`src/flash_ctrl_pkg.sv`:
```
// constants, types and decode helpers shared by the flash register block
// Function
// - page selector picks one of 128 pages
// - page erase sets whole 512-byte page to ffh
// - shared address reaches protection when enabled
// - info select bit maps fe00h to ffffh
// - page field drives flash address bits 15:9
// - 5eh command routes shared address to protection
// - protection bits readable, writable to one only
// - set sector bit blocks user program and erase
// - high and low bytes form 16-bit khz value
// - option bit low refuses user program and erase
// - option bit high permits program and page erase
// - unlock needs page, 73h, 8ch, page again
// - writing 00h resets controller to locked
// - unlocked programming only inside selected page
// - status field reports the unlock progress codes
package flash_ctrl_pkg;
   // ****************************************
   // register addresses
   // ****************************************
   localparam logic [11:0] CTL_ADDR = 12'hff8; // control write, status read
   localparam logic [11:0] PAGE_ADDR = 12'hff9; // page select or protection
   localparam logic [11:0] KHZ_HI_ADDR = 12'hffa; // clock khz high byte
   localparam logic [11:0] KHZ_LO_ADDR = 12'hffb; // clock khz low byte
   localparam logic [11:0] OPT_ADDR = 12'hffc; // option and busy view
   // ****************************************
   // control commands
   // ****************************************
   localparam logic [7:0] CMD_LOCK = 8'h00;
   localparam logic [7:0] CMD_UNLOCK1 = 8'h73;
   localparam logic [7:0] CMD_UNLOCK2 = 8'h8c;
   localparam logic [7:0] CMD_PROT = 8'h5e;
   localparam logic [7:0] CMD_PAGE_ERASE = 8'h95;
   localparam logic [7:0] CMD_MASS_ERASE = 8'h63;
   // ****************************************
   // status codes
   // ****************************************
   localparam logic [5:0] ST_LOCKED = 6'h00;
   localparam logic [5:0] ST_FIRST = 6'h01;
   localparam logic [5:0] ST_SECOND = 6'h02;
   localparam logic [5:0] ST_UNLOCKED = 6'h03;
   localparam logic [5:0] ST_PROT = 6'h04;
   localparam logic [5:0] ST_PROG = 6'h08;
   localparam logic [5:0] ST_PERASE = 6'h10;
   localparam logic [5:0] ST_MERASE = 6'h20;
   // ****************************************
   // fields and reset values
   // ****************************************
   localparam logic [7:0] PAGE_RESET = 8'h00;
   localparam logic [7:0] PROT_RESET = 8'h00;
   localparam logic [7:0] KHZ_RESET = 8'h00;
   localparam int INFO_BIT = 7; // info select bit of page register
   localparam int PAGE_LSB = 9; // lowest address bit of page number
   localparam logic [6:0] INFO_PAGE = 7'h7f; // fe00h..ffffh window
   localparam logic [8:0] PAGE_BASE = 9'h000; // offset of erase start
   localparam logic [7:0] ERASED_BYTE = 8'hff;
   localparam logic [3:0] PROG_SHIFT = 4'h6; // program time = khz/64 cycles
   // ****************************************
   // control state, one-hot
   // ****************************************
   typedef enum logic [4:0] {
      LOCKED = 5'b00001,
      FIRST = 5'b00010,
      SECOND = 5'b00100,
      UNLOCKED = 5'b01000,
      PROT_SEL = 5'b10000
   } ctl_state_type;
   // sector of a page: top three page bits
   function automatic logic [2:0] sector_of(input logic [6:0] page);
      sector_of = page[6:4];
   endfunction : sector_of
endpackage : flash_ctrl_pkg

```
`src/flash_unlock_seq.sv`:
```
// control register unlock sequencer
`timescale 1ns/1ps
module flash_unlock_seq (
   input wire logic clk_i,
   input wire logic rst_n_i,
   input wire logic ce_i,
   input wire logic ctl_wr_i,
   input wire logic [7:0] ctl_data_i,
   input wire logic page_wr_i,
   input wire logic erase_done_i,
   output flash_ctrl_pkg::ctl_state_type state_o
);
   // page written since locked state was last entered
   logic page_seen;
   flash_ctrl_pkg::ctl_state_type next_state;
   // ****************************************
   // next state
   // ****************************************
   always_comb begin
      next_state = state_o;
      if (ctl_wr_i && ctl_data_i == flash_ctrl_pkg::CMD_LOCK) begin
         next_state = flash_ctrl_pkg::LOCKED;
      end else begin
         case (state_o)
            flash_ctrl_pkg::LOCKED: begin
               if (ctl_wr_i && ctl_data_i == flash_ctrl_pkg::CMD_UNLOCK1 && page_seen) begin
                  next_state = flash_ctrl_pkg::FIRST;
               end else if (ctl_wr_i && ctl_data_i == flash_ctrl_pkg::CMD_PROT) begin
                  next_state = flash_ctrl_pkg::PROT_SEL;
               end
            end
            flash_ctrl_pkg::FIRST: begin
               // wrong command drops back to locked
               if (ctl_wr_i) begin
                  next_state = (ctl_data_i == flash_ctrl_pkg::CMD_UNLOCK2) ?
                     flash_ctrl_pkg::SECOND : flash_ctrl_pkg::LOCKED;
               end
            end
            flash_ctrl_pkg::SECOND: begin
               if (ctl_wr_i) begin
                  next_state = flash_ctrl_pkg::LOCKED;
               end else if (page_wr_i) begin
                  next_state = flash_ctrl_pkg::UNLOCKED;
               end
            end
            flash_ctrl_pkg::UNLOCKED: begin
               // erase ends in locked state
               if (erase_done_i) begin
                  next_state = flash_ctrl_pkg::LOCKED;
               end
            end
            flash_ctrl_pkg::PROT_SEL: begin
               next_state = flash_ctrl_pkg::PROT_SEL;
            end
            default: begin
               next_state = flash_ctrl_pkg::LOCKED;
            end
         endcase
      end
   end
   // ****************************************
   // state register
   // ****************************************
   always_ff @(posedge clk_i) begin
      if (!rst_n_i) begin
         state_o <= flash_ctrl_pkg::LOCKED;
      end else if (ce_i) begin
         state_o <= next_state;
      end
   end
   // page seen flag, reloaded from the page write when locked is entered from another state
   always_ff @(posedge clk_i) begin
      if (!rst_n_i) begin
         page_seen <= 1'b0;
      end else if (ce_i) begin
         if (next_state == flash_ctrl_pkg::LOCKED && state_o != flash_ctrl_pkg::LOCKED) begin
            page_seen <= page_wr_i;
         end else if (page_wr_i) begin
            page_seen <= 1'b1;
         end
      end
   end
endmodule : flash_unlock_seq

```
`src/flash_op_timer.sv`:
```
// program and erase duration counter
`timescale 1ns/1ps
module flash_op_timer (
   input wire logic clk_i,
   input wire logic rst_n_i,
   input wire logic ce_i,
   input wire logic start_i,
   input wire logic [15:0] cycles_i,
   output logic busy_o,
   output logic done_o
);
   // cycles still to run
   logic [15:0] remain;
   // ****************************************
   // countdown; zero length runs one cycle
   // ****************************************
   always_ff @(posedge clk_i) begin
      if (!rst_n_i) begin
         remain <= 16'h0000;
         busy_o <= 1'b0;
         done_o <= 1'b0;
      end else if (ce_i) begin
         done_o <= 1'b0;
         if (start_i && !busy_o) begin
            remain <= (cycles_i == 16'h0000) ? 16'h0001 : cycles_i;
            busy_o <= 1'b1;
         end else if (busy_o) begin
            if (remain == 16'h0001) begin
               busy_o <= 1'b0;
               done_o <= 1'b1;
            end
            remain <= remain - 16'h0001;
         end
      end
   end
endmodule : flash_op_timer

```
`src/flash_page_protect_timing_regs.sv`:
```
// flash page select, sector protection and clock timing registers
//
// Chosen here: the strobed register port.
`timescale 1ns/1ps
module flash_page_protect_timing_regs (
   input wire logic clk_i,
   input wire logic rst_n_i,
   input wire logic ce_i,
   input wire logic [11:0] reg_addr_i,
   input wire logic [7:0] reg_wdata_i,
   input wire logic reg_wr_i,
   input wire logic reg_rd_i,
   output logic [7:0] reg_rdata_o,
   input wire logic prog_req_i,
   input wire logic [15:0] prog_addr_i,
   input wire logic [7:0] prog_data_i,
   input wire logic user_write_permit_option_i,
   input wire logic dbg_mass_erase_i,
   output logic [15:0] flash_addr_o,
   output logic [7:0] flash_wdata_o,
   output logic flash_prog_o,
   output logic flash_page_erase_o,
   output logic flash_mass_erase_o,
   output logic flash_info_sel_o,
   output logic flash_busy_o,
   output logic [15:0] flash_clock_khz_o,
   output logic [7:0] sector_lock_o
);

   // ****************************************
   // declarations
   // ****************************************
   logic [7:0] flash_page_select; // info bit and page number
   logic [7:0] flash_sector_protection; // one sector_lock_bit per sector
   logic [7:0] flash_clock_khz_high; // khz value, upper byte
   logic [7:0] flash_clock_khz_low; // khz value, lower byte
   logic [15:0] flash_clock_khz; // combined khz value
   logic [1:0] permit_sync; // option bit synchroniser
   logic [1:0] dbg_sync; // debugger request synchroniser
   logic permit_s; // synchronised option bit
   logic dbg_s; // synchronised debugger request
   logic dbg_prev; // for debugger request edge
   flash_ctrl_pkg::ctl_state_type state; // unlock sequencer state
   logic [5:0] op_code; // running operation status
   logic [5:0] controller_state_field; // reported status
   logic ctl_wr; // control register write
   logic page_wr; // page select write
   logic prot_wr; // protection write
   logic sel_locked; // selected page in locked sector
   logic prog_ok; // user program accepted
   logic perase_ok; // user page erase accepted
   logic merase_ok; // mass erase accepted
   logic op_start; // launch timed operation
   logic [15:0] op_cycles; // length of launched operation
   logic busy; // timer running
   logic done; // timer finished
   logic erase_done; // timed erase finished
   logic [6:0] page_num; // page field alone

   // ****************************************
   // decode
   // ****************************************
   assign page_num = flash_page_select[6:0];
   assign flash_clock_khz = {flash_clock_khz_high, flash_clock_khz_low};
   assign ctl_wr = reg_wr_i && reg_addr_i == flash_ctrl_pkg::CTL_ADDR && !busy;

   // shared address: protection while selected, else page select
   assign prot_wr = reg_wr_i && reg_addr_i == flash_ctrl_pkg::PAGE_ADDR
      && state == flash_ctrl_pkg::PROT_SEL;
   assign page_wr = reg_wr_i && reg_addr_i == flash_ctrl_pkg::PAGE_ADDR
      && state != flash_ctrl_pkg::PROT_SEL && !busy;
   assign sel_locked = flash_sector_protection[flash_ctrl_pkg::sector_of(page_num)];
   assign permit_s = permit_sync[1];
   assign dbg_s = dbg_sync[1];

   // user program: unlocked, permitted, unprotected, inside page
   assign prog_ok = prog_req_i && !busy && state == flash_ctrl_pkg::UNLOCKED && permit_s
      && !sel_locked
      && prog_addr_i[15:flash_ctrl_pkg::PAGE_LSB] == page_num;
   assign perase_ok = ctl_wr && reg_wdata_i == flash_ctrl_pkg::CMD_PAGE_ERASE
      && state == flash_ctrl_pkg::UNLOCKED && permit_s && !sel_locked;

   // mass erase: debugger when idle and no user program or page erase starts, user only with permit
   assign merase_ok = !busy && ((dbg_s && !dbg_prev) || (ctl_wr
      && reg_wdata_i == flash_ctrl_pkg::CMD_MASS_ERASE
      && state == flash_ctrl_pkg::UNLOCKED && permit_s
      && flash_sector_protection == flash_ctrl_pkg::PROT_RESET));
   assign op_start = prog_ok || perase_ok || merase_ok;

   // erase lasts one millisecond, program khz/64 cycles
   assign op_cycles = prog_ok ? (flash_clock_khz >> flash_ctrl_pkg::PROG_SHIFT) : flash_clock_khz;
   assign erase_done = done && op_code != flash_ctrl_pkg::ST_PROG;

   // ****************************************
   // input synchronisers
   // ****************************************
   always_ff @(posedge clk_i) begin
      if (!rst_n_i) begin
         permit_sync <= 2'h0;
         dbg_sync <= 2'h0;
         dbg_prev <= 1'b0;
      end else if (ce_i) begin
         permit_sync <= {permit_sync[0], user_write_permit_option_i};
         dbg_sync <= {dbg_sync[0], dbg_mass_erase_i};
         dbg_prev <= dbg_s;
      end
   end

   // ****************************************
   // submodules
   // ****************************************
   flash_unlock_seq u_seq (
      .clk_i(clk_i),
      .rst_n_i(rst_n_i),
      .ce_i(ce_i),
      .ctl_wr_i(ctl_wr),
      .ctl_data_i(reg_wdata_i),
      .page_wr_i(page_wr),
      .erase_done_i(erase_done),
      .state_o(state)
   );
   flash_op_timer u_timer (
      .clk_i(clk_i),
      .rst_n_i(rst_n_i),
      .ce_i(ce_i),
      .start_i(op_start),
      .cycles_i(op_cycles),
      .busy_o(busy),
      .done_o(done)
   );

   // ****************************************
   // registers
   // ****************************************
   // page select, one of 128 pages plus info bit
   always_ff @(posedge clk_i) begin
      if (!rst_n_i) begin
         flash_page_select <= flash_ctrl_pkg::PAGE_RESET;
      end else if (ce_i && page_wr) begin
         flash_page_select <= reg_wdata_i;
      end
   end

   // protection: ones set, zeros ignored, never cleared
   always_ff @(posedge clk_i) begin
      if (!rst_n_i) begin
         flash_sector_protection <= flash_ctrl_pkg::PROT_RESET;
      end else if (ce_i && prot_wr) begin
         flash_sector_protection <= flash_sector_protection | reg_wdata_i;
      end
   end

   // clock frequency bytes
   always_ff @(posedge clk_i) begin
      if (!rst_n_i) begin
         flash_clock_khz_high <= flash_ctrl_pkg::KHZ_RESET;
         flash_clock_khz_low <= flash_ctrl_pkg::KHZ_RESET;
      end else if (ce_i && reg_wr_i && !busy) begin
         if (reg_addr_i == flash_ctrl_pkg::KHZ_HI_ADDR) begin
            flash_clock_khz_high <= reg_wdata_i;
         end
         if (reg_addr_i == flash_ctrl_pkg::KHZ_LO_ADDR) begin
            flash_clock_khz_low <= reg_wdata_i;
         end
      end
   end

   // running operation code
   always_ff @(posedge clk_i) begin
      if (!rst_n_i) begin
         op_code <= flash_ctrl_pkg::ST_LOCKED;
      end else if (ce_i) begin
         if (op_start) begin
            op_code <= prog_ok ? flash_ctrl_pkg::ST_PROG :
               perase_ok ? flash_ctrl_pkg::ST_PERASE : flash_ctrl_pkg::ST_MERASE;
         end else if (done) begin
            op_code <= flash_ctrl_pkg::ST_LOCKED;
         end
      end
   end

   // ****************************************
   // status field
   // ****************************************
   always_comb begin
      if (busy) begin
         controller_state_field = op_code;
      end else begin
         case (state)
            flash_ctrl_pkg::LOCKED: controller_state_field = flash_ctrl_pkg::ST_LOCKED;
            flash_ctrl_pkg::FIRST: controller_state_field = flash_ctrl_pkg::ST_FIRST;
            flash_ctrl_pkg::SECOND: controller_state_field = flash_ctrl_pkg::ST_SECOND;
            flash_ctrl_pkg::UNLOCKED: controller_state_field = flash_ctrl_pkg::ST_UNLOCKED;
            flash_ctrl_pkg::PROT_SEL: controller_state_field = flash_ctrl_pkg::ST_PROT;
            default: controller_state_field = flash_ctrl_pkg::ST_LOCKED;
         endcase
      end
   end

   // ****************************************
   // read port, data in the following cycle only
   // ****************************************
   always_ff @(posedge clk_i) begin
      if (!rst_n_i) begin
         reg_rdata_o <= 8'h00;
      end else if (ce_i) begin
         reg_rdata_o <= 8'h00;
         if (reg_rd_i) begin
            case (reg_addr_i)
               flash_ctrl_pkg::CTL_ADDR: reg_rdata_o <= {2'h0, controller_state_field};
               flash_ctrl_pkg::PAGE_ADDR: begin
                  // shared address read follows the routing
                  reg_rdata_o <= (state == flash_ctrl_pkg::PROT_SEL) ?
                     flash_sector_protection : flash_page_select;
               end
               flash_ctrl_pkg::KHZ_HI_ADDR: reg_rdata_o <= flash_clock_khz_high;
               flash_ctrl_pkg::KHZ_LO_ADDR: reg_rdata_o <= flash_clock_khz_low;
               flash_ctrl_pkg::OPT_ADDR: reg_rdata_o <= {6'h00, busy, permit_s};
               default: reg_rdata_o <= 8'h00; // unmapped reads zero
            endcase
         end
      end
   end

   // ****************************************
   // flash array strobes
   // ****************************************
   always_ff @(posedge clk_i) begin
      if (!rst_n_i) begin
         flash_prog_o <= 1'b0;
         flash_page_erase_o <= 1'b0;
         flash_mass_erase_o <= 1'b0;
         flash_addr_o <= 16'h0000;
         flash_wdata_o <= 8'h00;
         flash_info_sel_o <= 1'b0;
      end else if (ce_i) begin
         flash_prog_o <= prog_ok;
         flash_page_erase_o <= perase_ok;
         flash_mass_erase_o <= merase_ok && !prog_ok && !perase_ok;
         if (prog_ok) begin
            flash_addr_o <= prog_addr_i;
            flash_wdata_o <= prog_data_i;
            flash_info_sel_o <= flash_page_select[flash_ctrl_pkg::INFO_BIT]
               && prog_addr_i[15:flash_ctrl_pkg::PAGE_LSB] == flash_ctrl_pkg::INFO_PAGE;
         end else if (perase_ok) begin
            // whole page: page number over zero offset, erased value
            flash_addr_o <= {page_num, flash_ctrl_pkg::PAGE_BASE};
            flash_wdata_o <= flash_ctrl_pkg::ERASED_BYTE;
            flash_info_sel_o <= flash_page_select[flash_ctrl_pkg::INFO_BIT]
               && page_num == flash_ctrl_pkg::INFO_PAGE;
         end else if (merase_ok) begin
            flash_addr_o <= 16'h0000;
            flash_wdata_o <= flash_ctrl_pkg::ERASED_BYTE;
            flash_info_sel_o <= 1'b0;
         end
      end
   end

   // exported views
   always_ff @(posedge clk_i) begin
      if (!rst_n_i) begin
         flash_busy_o <= 1'b0;
         flash_clock_khz_o <= 16'h0000;
         sector_lock_o <= flash_ctrl_pkg::PROT_RESET;
      end else if (ce_i) begin
         flash_busy_o <= busy;
         flash_clock_khz_o <= flash_clock_khz;
         sector_lock_o <= flash_sector_protection;
      end
   end
endmodule : flash_page_protect_timing_regs

```
`config.mk`:
```
export PLATFORM = sky130hd
export DESIGN_NAME = flash_page_protect_timing_regs
export DESIGN_NICKNAME = d
export VERILOG_FILES = /design/src/flash_ctrl_pkg.sv /design/src/flash_unlock_seq.sv /design/src/flash_op_timer.sv /design/src/flash_page_protect_timing_regs.sv
export SDC_FILE = /design/constraint.sdc
export NUM_CORES = 1
export LEC_CHECK = 0
export BUFFER_PORTS_ARGS = -buffer_cell sky130_fd_sc_hd__buf_2
export CORE_MARGIN = 2
export CORE_UTILIZATION = 30
export CTS_CLUSTER_SIZE = 10
export DETAILED_ROUTE_END_ITERATION = 12
export PLACE_DENSITY = 0.58
export SKIP_CTS_REPAIR_TIMING = 1
export SYNTH_ARGS = -nofsm -noshare
export SYNTH_HDL_FRONTEND = slang
export SYNTH_HIERARCHICAL = 1
export SYNTH_SLANG_ARGS = --single-unit
```
`constraint.sdc`:
```
create_clock -name clk_i -period 7.65 [get_ports clk_i]
set_clock_uncertainty 0.2 [all_clocks]
set_input_delay 1.53 -clock clk_i [delete_from_list [all_inputs] [get_ports clk_i]]
set_output_delay 1.53 -clock clk_i [all_outputs]
set_load 0.02 [all_outputs]
```
== Word-level counts from Yosys, hierarchy flattened ==
Cells that the tools add are included.

* Register bits after elaboration: 128
* Input port bits: 52
* Output and inout bits: 61
* Word-level logic and storage cells: 147

* Add/subtract/negate cells: 1
* Magnitude comparators: 1
* Eq/ne operators: 23
* Mux-type cells: 41
* Bitwise logic cells: 1
* Reduce and logical (&&, ||, !) cells: 57

{| class="wikitable"
|+ Operators by type and width
! operator !! count
|-
| $mux 16 || 7
|-
| $eq 12x12->1 const B || 5
|-
| $mux 8 || 5
|-
| $pmux 8 s5 || 1
|-
| $logic_and 1x1->1 || 36
|-
| $mux 5 || 7
|-
| $mux 6 || 5
|-
| $pmux 5 s5 || 1
|-
| $eq 8x7->1 const B || 3
|-
| $eq 16x1->1 const B || 1
|-
| $eq 8x8->1 const B || 2
|-
| $logic_not 16->1 || 1
|-
| $logic_not 8->1 || 2
|-
| $sub 16x1->16 const B || 1
|-
| $eq 7x7->1 const B || 2
|-
| $mux 1 || 12
|-
| $pmux 3 s4 || 1
|-
| $reduce_and 2->1 || 6
|-
| $eq 5x1->1 const B || 2
|-
| $or 8x8->8 || 1
|-
| $eq 7x7->1 || 1
|-
| $ne 6x4->1 const B || 1
|-
| $reduce_bool 2->1 || 3
|-
| $eq 5x2->1 const B || 1
|-
| 11 further kinds || 17
|}

== Depth between registers and ports, before layout ==
Gate-level depths: netlist (run 1).

* Depth in word-level cells: 13
* Gate-level depth with buffers: 12
* Gate-level depth less buffers: 9

== By module ==
The synthesis (run 1) kept the hierarchy.

{| class="wikitable"
|+ Modules (own cells, without submodules)
! module !! times used !! cells each !! area each (µm²) !! sequential area each (µm²)
|-
| flash_page_protect_timing_regs || 1 || 501 || 4740.8 || 2021.9
|-
| flash_op_timer || 1 || 165 || 1226.2 || 360.3
|-
| flash_unlock_seq || 1 || 69 || 501.7 || 120.1
|}

== Least setup slack after synthesis (run 1) ==
Ideal clock, no wire load.

* Path kind: input port to flip-flop
* From: input port reg_addr_i[7]
* To: register u_timer.remain[5]
* Setup time: 0.115 ns
* Arrival time: 3.717 ns
* Required time: 7.335 ns
* Slack: 3.618 ns
* Stages: 11
* Path buffers: 3
* Cells stage by stage: nand2_1 -> or4_1 -> buf_6 -> nor3_4 -> o21ai_0 -> nand2_1 -> clkbuf_1 -> o21a_1 -> clkbuf_1 -> a21boi_0 -> o21a_1

* Longest elaborated chain between the ends: 13
* Elaborated cells on any way between the ends: 19
* Classes of those cells: eq/ne (1); mux (1); reduce/logical (17)

{| class="wikitable"
|+ Ends and longest elaborated chain
! element !! line !! text
|-
| from (decl) || flash_page_protect_timing_regs.sv:9 || <nowiki>input wire logic [11:0] reg_addr_i,</nowiki>
|-
| $eq 12x12->1 * || flash_page_protect_timing_regs.sv:65 || <nowiki>assign ctl_wr = reg_wr_i && reg_addr_i == flash_ctrl_pkg::CTL_ADDR && !busy;</nowiki>
|-
| $logic_and 1x1->1 * (2 in series) || flash_page_protect_timing_regs.sv:65 ||
|-
| $logic_and 1x1->1 || flash_page_protect_timing_regs.sv:85 || <nowiki>&& reg_wdata_i == flash_ctrl_pkg::CMD_MASS_ERASE</nowiki>
|-
| $logic_and 1x1->1 (2 in series) || flash_page_protect_timing_regs.sv:86 || <nowiki>&& state == flash_ctrl_pkg::UNLOCKED && permit_s</nowiki>
|-
| $logic_and 1x1->1 || flash_page_protect_timing_regs.sv:87 || <nowiki>&& flash_sector_protection == flash_ctrl_pkg::PROT_RESET));</nowiki>
|-
| $logic_or 1x1->1 || flash_page_protect_timing_regs.sv:84 || <nowiki>assign merase_ok = !busy && ((dbg_s && !dbg_prev) || (ctl_wr</nowiki>
|-
| $logic_and 1x1->1 || flash_page_protect_timing_regs.sv:84 ||
|-
| $logic_or 1x1->1 * || flash_page_protect_timing_regs.sv:88 || <nowiki>assign op_start = prog_ok || perase_ok || merase_ok;</nowiki>
|-
| named net op_start || flash_page_protect_timing_regs.sv:53 || <nowiki>logic op_start;</nowiki>
|-
| $logic_and 1x1->1 * || flash_op_timer.sv:24 || <nowiki>if (start_i && !busy_o) begin</nowiki>
|-
| $reduce_bool 2->1 (no line) || - ||
|-
| $reduce_and 2->1 (no line) || - ||
|-
| to (signal assigned) || flash_op_timer.sv:25 || <nowiki>remain <= (cycles_i == 16'h0000) ? 16'h0001 : cycles_i;</nowiki>
|-
| to (signal assigned) || flash_op_timer.sv:32 || <nowiki>remain <= remain - 16'h0001;</nowiki>
|-
| to (decl) || flash_op_timer.sv:13 || <nowiki>logic [15:0] remain;</nowiki>
|}

Mark *: on every way through the listed nets, which the timed path passes. The rest lies on a longest branch.
A chain may end at the register's enable or synchronous reset.

== Worst setup path in the final report (run 1) ==
* From: input port reg_addr_i[2]
* To: register u_timer.remain[11]

The elaborated chain is that of the path after synthesis.

==> results of run 1 <==
## sequential cells by signal, indices dropped and copies added (netlist names), 2 cells and up
signal / cells
op_code: 3
flash_wdata_o: 8
flash_clock_khz_high: 8
u_timer/remain: 16
flash_clock_khz_low: 8
dbg_sync: 2
sector_lock_o: 8
u_seq/state_o: 5
flash_clock_khz_o: 16
flash_addr_o: 16
flash_page_select: 8
permit_sync: 2
flash_sector_protection: 8
reg_rdata_o: 8
## final timing paths
| path | start | endpoint | depth (start not counted) |
|---|---|---|---|
| hold / removal | flash_addr_o[10] | flash_addr_o[10] | 2 |
| hold reg to reg | flash_addr_o[10] | flash_addr_o[10] | 2 |
| setup reg to reg | u_seq/state_o[3] | u_timer/remain[11] | 9 |
| setup / recovery | reg_addr_i[2] | u_timer/remain[11] | 9 |
## cell usage in the layout, fill, tap and decap left out, drive strengths merged, types with 4 or more instances in the layout
master,synthesis,routed
a21boi,5,5
a21oi,35,35
a32oi,17,17
and2,7,7
and3,5,5
buf,21,117
clkbuf,27,21
clkinv,0,5
dfxtp,125,125
inv,12,12
mux2,14,14
mux2i,74,74
nand2,77,77
nand2b,4,4
nand3,16,16
nand4,10,10
nand4b,4,4
nor2,95,95
nor2b,12,12
nor3,20,20
nor3b,7,7
nor4,17,17
nor4b,4,4
o21a,5,5
o21ai,29,29
o221a,8,8
o22ai,13,13
o31ai,5,5
or4,9,9
xnor2,9,9
## power groups by stage
stage,Combinational (W),Clock (W),Sequential (W)
final,0.000120,0.000824,0.000662
after global routing,0.000133,0.000874,0.000662
after CTS,0.000120,0.000842,0.000661
after detailed placement,0.000120,0,0.000676
after global placement,0.000119,0,0.000676
after floorplan,0.0000792,0,0.000676
## tightest hold or removal path, stage by stage (launching register included)
cell,delay [ps]
dfxtp_1,300
nand2_1,50
mux2i_1,50
## per-stage QoR
stage | util | cells | worst slack (ps) | area (um2)
global placement | 0.3396 | 1079 | 2682 | 7162
detailed placement | 0.3396 | 1079 | 2608 | 7162
CTS | 0.3682 | 1111 | 3042 | 7764
finish | 0.3682 | 1111 | 3024 | 7764
floorplan | - | 735 | 3618 | 6469
global route | 0.3682 | 1111 | 2649 | 7764
## layer usage
layer  GRT usage  up-vias
li1            -     2875
met1      0.2438     2719
met2      0.2532      171
met3     0.03825       22
met4     0.05047        0
met5           0        -
## cells by family after synthesis
| group | share of synthesized area |
|---|---|
| AND/OR/NAND/NOR | 0.2397 |
| AO/OA/AOI/OAI | 0.1656 |
| buffers and inverters | 0.04546 |
| flip-flops | 0.3868 |
| XOR/XNOR | 0.01219 |
| multiplexers | 0.1464 |
| adder cells (fa/ha/maj) | 0.003868 |
## cell type report
type	instances	area [um2]
clock buffers	21	460.4
clock inverters	11	141.4
fillers	2244	13320
inverters	12	45.04
multi-input cells	550	3672
flip-flops and latches	125	2502
well taps	275	344.1
repair buffers	117	598.1
==> qor.csv, run 1 <==
metric;value;unit
post-synth cell types;74;
Pre-antenna DRT Iters;7;
latest clock arrival within the worst-skew pair;420;ps
Synth top cells by count;dfxtp_1, nor2_1, nand2_1, mux2i_1, a21oi_1;
share of cells above drive strength 1;0.2416;
gpl congestion;0.8806;
largest cells by area after synthesis;dfxtp_1, mux2i_1, nor2_1;
r2r setup slk;3740;ps
crit end category;flip-flop;
Pwr Total;0.001606;W
CTS Root Buffer Type;clkbuf_16;
post-synthesis cell count;735;
Pwr Density;206.9;mW/mm2
post-synth top area cell;dfxtp_1;
# nets final;877;
Routed wire per std cell;17.07;um
Max-Cap Viols;0;
Cell Area, Synth;0.006469;mm2
Top Metal Used;met4;
global-route wire length before repair;29830;um
combinational power share;0.075;
status;completed;
sw frac;0.2350;
Clock Tree Buf Depth;2;
Syn Nets;789;
RSZ-0062 raised after global routing;no;
worst hold margin;252.8;ps
1st-iter DRT viols;488;
Least-Margin Pin Slew;1061;ps
die area;0.02275;mm2
clock power share;0.513;
Final Cycle Share;0.6047;
sequential power share;0.412;
crit path DAT;4720;ps
Peak Freq;216.2;MHz
PortBufs;112;
max incr delay on CP;890;ps
total wire length;18960;um
Yosys top cell area share;0.3868;
setup_tns;0;ps
P_int;0.001229;W
wl on met1;9447;um
sequential share of the synthesized area;0.3868;
Tmin final;4626;ps
Synth warnings;6;
final setup fails;0;
Placeable Area;0.02109;mm2
Net Sw Power;0.0003774;W
WP data required;7740;ps
final hold viol count;0;
worst setup path class;in -> reg;
gr usage total;0.1697;
critical path launch point type;input port;
worst min path class;reg -> reg;
Worst-path clk slew;60;ps
LEAKAGE;3.141;nW
Slowest-stage cell, CP;nor2b_1;
Std-Cell Rows;53;
Via density;5.209;
crit-path cells;buf_2 -> or4_1 -> nor3_4 -> o21ai_0 -> nand2_1 -> nor2b_1 -> nand2_1 -> o21ai_0 -> a211oi_1;
initial antenna violation count;0;
vias in the first global route;5241;
total CTS buffers;17;
largest delay contributor family on the critical path;simple AND/OR/NAND/NOR gates;
Final Slew Violations;0;
met3 wire len;1000;um
met2 WL;8248;um
VDD IR max;0.0001637;V
GR Overflow Total;0;
Layout area overhead;20.02;%
Residual DRC;0;
H-tree depth;4;
count leader, synth;dfxtp_1;
Yosys reg bits;125;
antenna diode count;0;
asr flop ratio synth;0;
Die X;150.8;um
Starting Density;0.3068;
Die Ht;150.8;um
CTS sink cnt;125;
CP Buf/Inv Count;1;
Ports;113;
largest net degree at the start of global routing;74;
number of enable flip-flop cells after synthesis;0;
Crit Path Max Fanout;19;
Slew HR;0.2911;
dpl hpwl;13180;um
Antenna Violating Nets Remaining;0;
Main synth FF type;dfxtp_1;
DR vias;5787;
Mean Syn Cell Area;8.801;um2
CTS tree;yes;
No activity file was read; power rests on OpenSTA's default activity.
==> inputs of run 2 (changes only) <==
ABC_AREA = 1   (was default)
PLACE_DENSITY = 0.6   (was 0.58)
clock period = 4.1 ns   (was 7.65 ns; I/O delays follow)
==> run 2 against run 1 <==
Net effect: utilization rose by 0.054 points; highest routed layer unchanged; sequential share of layout area fell by 0.94 points; power grew 110%; clock power grew 100%; largest cell class unchanged; synthesized area is 1.7% higher.
==> qor.csv, run 2 <==
metric;value;unit;change
status;completed;;
crit end category;flip-flop;;
gr usage total;0.1781;;+0.008466
Post-Route Utilization;0.3687;;+0.0005350
Pre-antenna DRT Iters;5;;-2
Cell Area, Synth;0.006579;mm2;+1.7%
Post-Place Cells;1346;;+25%
critical path launch point type;input port;;
antenna diode count;0;;unchanged
register area;0.002502;mm2;unchanged
commonest non-fill, non-tap cells in the layout;nand2_1, nor2_1, dfxtp_1;;
Final Cycle Share;0.6927;;
GR Overflow Total;0;;unchanged
area of the multi-input gates;0.003437;mm2;-6.4%
# nets final;1139;;+30%
largest delay contributor family on the critical path;simple AND/OR/NAND/NOR gates;;
Top Metal Used;met4;;
gpl congestion;0.8765;;-0.47%
setup_tns;0;ps;unchanged
Crit Path Max Fanout;22;;+3
Regs by FF count;flash_addr_o x16, flash_clock_khz_o x16, u_timer/remain x16;;
Residual DRC;0;;unchanged
worst min path class;reg -> reg;;
number of enable flip-flop cells after synthesis;0;;unchanged
RSZ-0062 raised after global routing;no;;
total wire length;20500;um;+8.1%
met3 wire len;1404;um;+40%
Routed wire per std cell;14.88;um;-13%
Ports;113;;unchanged
VDD IR max;0.0002208;V;+35%
wl on met1;8967;um;-5.1%
sequential share of the synthesized area;0.3804;;-0.006474
Slew HR;0.2788;;-0.01231
Cell Count, Final, Fillers Out;1378;;+24%
Tmin final;2840;ps;
Worst-path clk slew;60;ps;about the same
global-route wire length before repair;33100;um;+11%
Max-Cap Viols;0;;unchanged
most common cell after layout, fill and taps aside;nand2_1;;
LEAKAGE;3.620;nW;+15%
post-synth top area cell;dfxtp_1;;
Placeable Area;0.02169;mm2;+2.8%
count leader, synth;nand2_1;;
DP Area;0.007337;mm2;+2.4%
main combinational cell family by area after synthesis;simple AND/OR/NAND/NOR gates;;
Yosys reg bits;125;;unchanged
Synth Area in Compound Gates;0.2077;;+0.04211
max incr delay on CP;210;ps;-680 ps
die area;0.02313;mm2;+1.7%
filler cell count in the final layout;2315;;+3.2%
PortBufs;112;;unchanged
Synth warnings;6;;unchanged
post-synth cell types;46;;-38%
share of cells above drive strength 1;0.1840;;-0.05766
final setup fails;0;;unchanged
Yosys top cell area share;0.3804;;-0.006474
Final Cell Area;0.007996;mm2;+3.0%
Least-Margin Pin Slew;1081;ps;+19.45 ps
XOR/XNOR Fraction of Synth Area;0.001331;;-0.01085
largest cells by area after synthesis;dfxtp_1, nand2_1, a21oi_1;;
Starting Density;0.3033;;-0.003418
Via density;4.881;;-6.3%
H-tree depth;4;;unchanged
Std-Cell Rows;54;;+1.9%
crit path DAT;2950;ps;-1770 ps
1st-iter DRT viols;460;;-5.7%
post-synthesis cell count;984;;+34%
CP Buf/Inv Count;6;;+5
Final WS setup;1260;ps;-1764 ps
initial antenna violation count;0;;unchanged
Slowest-stage cell, CP;inv_2;;
Mean Syn Cell Area;6.686;um2;-24%
adder-cell share of the synthesized area;0.003804;;-0.00006474
WP data required;4210;ps;-3530 ps
latest clock arrival within the worst-skew pair;420;ps;about the same
Die Ht;152.1;um;+0.83%
vias in the first global route;6316;;+21%
Peak Freq;352.1;MHz;
DR vias;6726;;+16%
post-synthesis mux area share;0;;-0.1464
total CTS buffers;17;;unchanged
asr flop ratio synth;0;;unchanged
pre-CTS setup slack;835.7;ps;-1773 ps
largest net degree at the start of global routing;66;;-11%
Antenna Violating Nets Remaining;0;;unchanged
met2 WL;9676;um;+17%
worst setup path class;in -> reg;;
Synth top cells by count;nand2_1, nor2_1, dfxtp_1, a21oi_1, inv_1;;
Final Slew Violations;0;;unchanged
CTS tree;yes;;
Main synth FF type;dfxtp_1;;
Clock Tree Buf Depth;2;;unchanged
final hold viol count;0;;unchanged
CTS sink cnt;125;;unchanged
Layout area overhead;21.55;%;
Die X;152.1;um;+0.83%
crit-path cells;buf_2 -> inv_1 -> nand2_1 -> nor2_1 -> nand4_1 -> inv_2 -> nand2_1 -> nand2_1 -> nand2_2 -> nand2_8 -> inv_2 -> nor2_4 -> inv_2 -> o21ai_1 -> a21oi_1 -> o21ai_1 -> inv_1;;
CTS Root Buffer Type;clkbuf_16;;
Syn Nets;1038;;+32%
post-synthesis simple-gate area fraction;0.3096;;+0.06997
Pwr Density;420.2;mW/mm2;+100%
dpl hpwl;15090;um;+14%
[run 2: cell count changes in the layout (fill, tap and decap cells not counted), moves of 33 or more]
cell / delta
a21oi_1: +74
nor2_1: +33
nand2_1: +138
o21ai_0: +63
inv_1: +88
mux2i_1: -73
[run 2: final timing paths]
kind	start	end	slack, ps	cells past startpoint
min reg2reg	flash_addr_o[0]	flash_addr_o[0]	260	2
max reg2reg	u_timer/busy_o	u_timer/remain[2]	1260	14
min	flash_addr_o[0]	flash_addr_o[0]	260	2
max	reg_addr_i[2]	u_timer/remain[2]	1260	17
[run 2: cell families after synthesis]
family,after synthesis
AND/OR/NAND/NOR,451
buffers and inverters,150
adder cells (fa/ha/maj),2
AO/OA/AOI/OAI,255
XOR/XNOR,1
flip-flops,125
[run 2: worst reg2reg max path: stages (launching register included)]
cell,delay (ps)
dfxtp_1,590
buf_4,270
nor2_1,70
nand4_1,150
inv_2,100
nand2_1,80
nand2_1,70
nand2_2,120
nand2_8,150
o21ai_4,350
inv_2,230
o21ai_1,140
a21oi_1,60
o21ai_1,130
inv_1,40
[run 2: layout make-up]
class | count | share of cell area
Tap cell | 280 | 0.04381
Sequential cell | 125 | 0.3129
Multi-Input combinational cell | 709 | 0.4298
Clock buffer | 22 | 0.05930
Timing Repair Buffer | 117 | 0.07636
Clock inverter | 10 | 0.02316
Inverter | 115 | 0.05461
[run 2: layer usage]
metal | track usage | vias up
li1 | - | 3434
met1 | 0.2275 | 3039
met2 | 0.2928 | 218
met3 | 0.04877 | 35
met4 | 0.05563 | 0
met5 | 0 | -
[run 2: report_power, final]
part	switching [W]	total [W]	internal (W)
Clock	0.000553	0.00168	0.00113
Combinational	0.000268	0.000397	0.000129
Sequential	0.0000299	0.00128	0.00125
Total	0.000850	0.00336	0.00251
[run 2: stage by stage]
stage | hold slack [ps] | power (W)
after floorplan | 246.0 | 0.001577
after global placement | 246.6 | 0.001699
after detailed placement | 253.0 | 0.001703
after CTS | 261.6 | 0.003390
after global routing | 277.1 | 0.003505
final | 258.8 | 0.003360
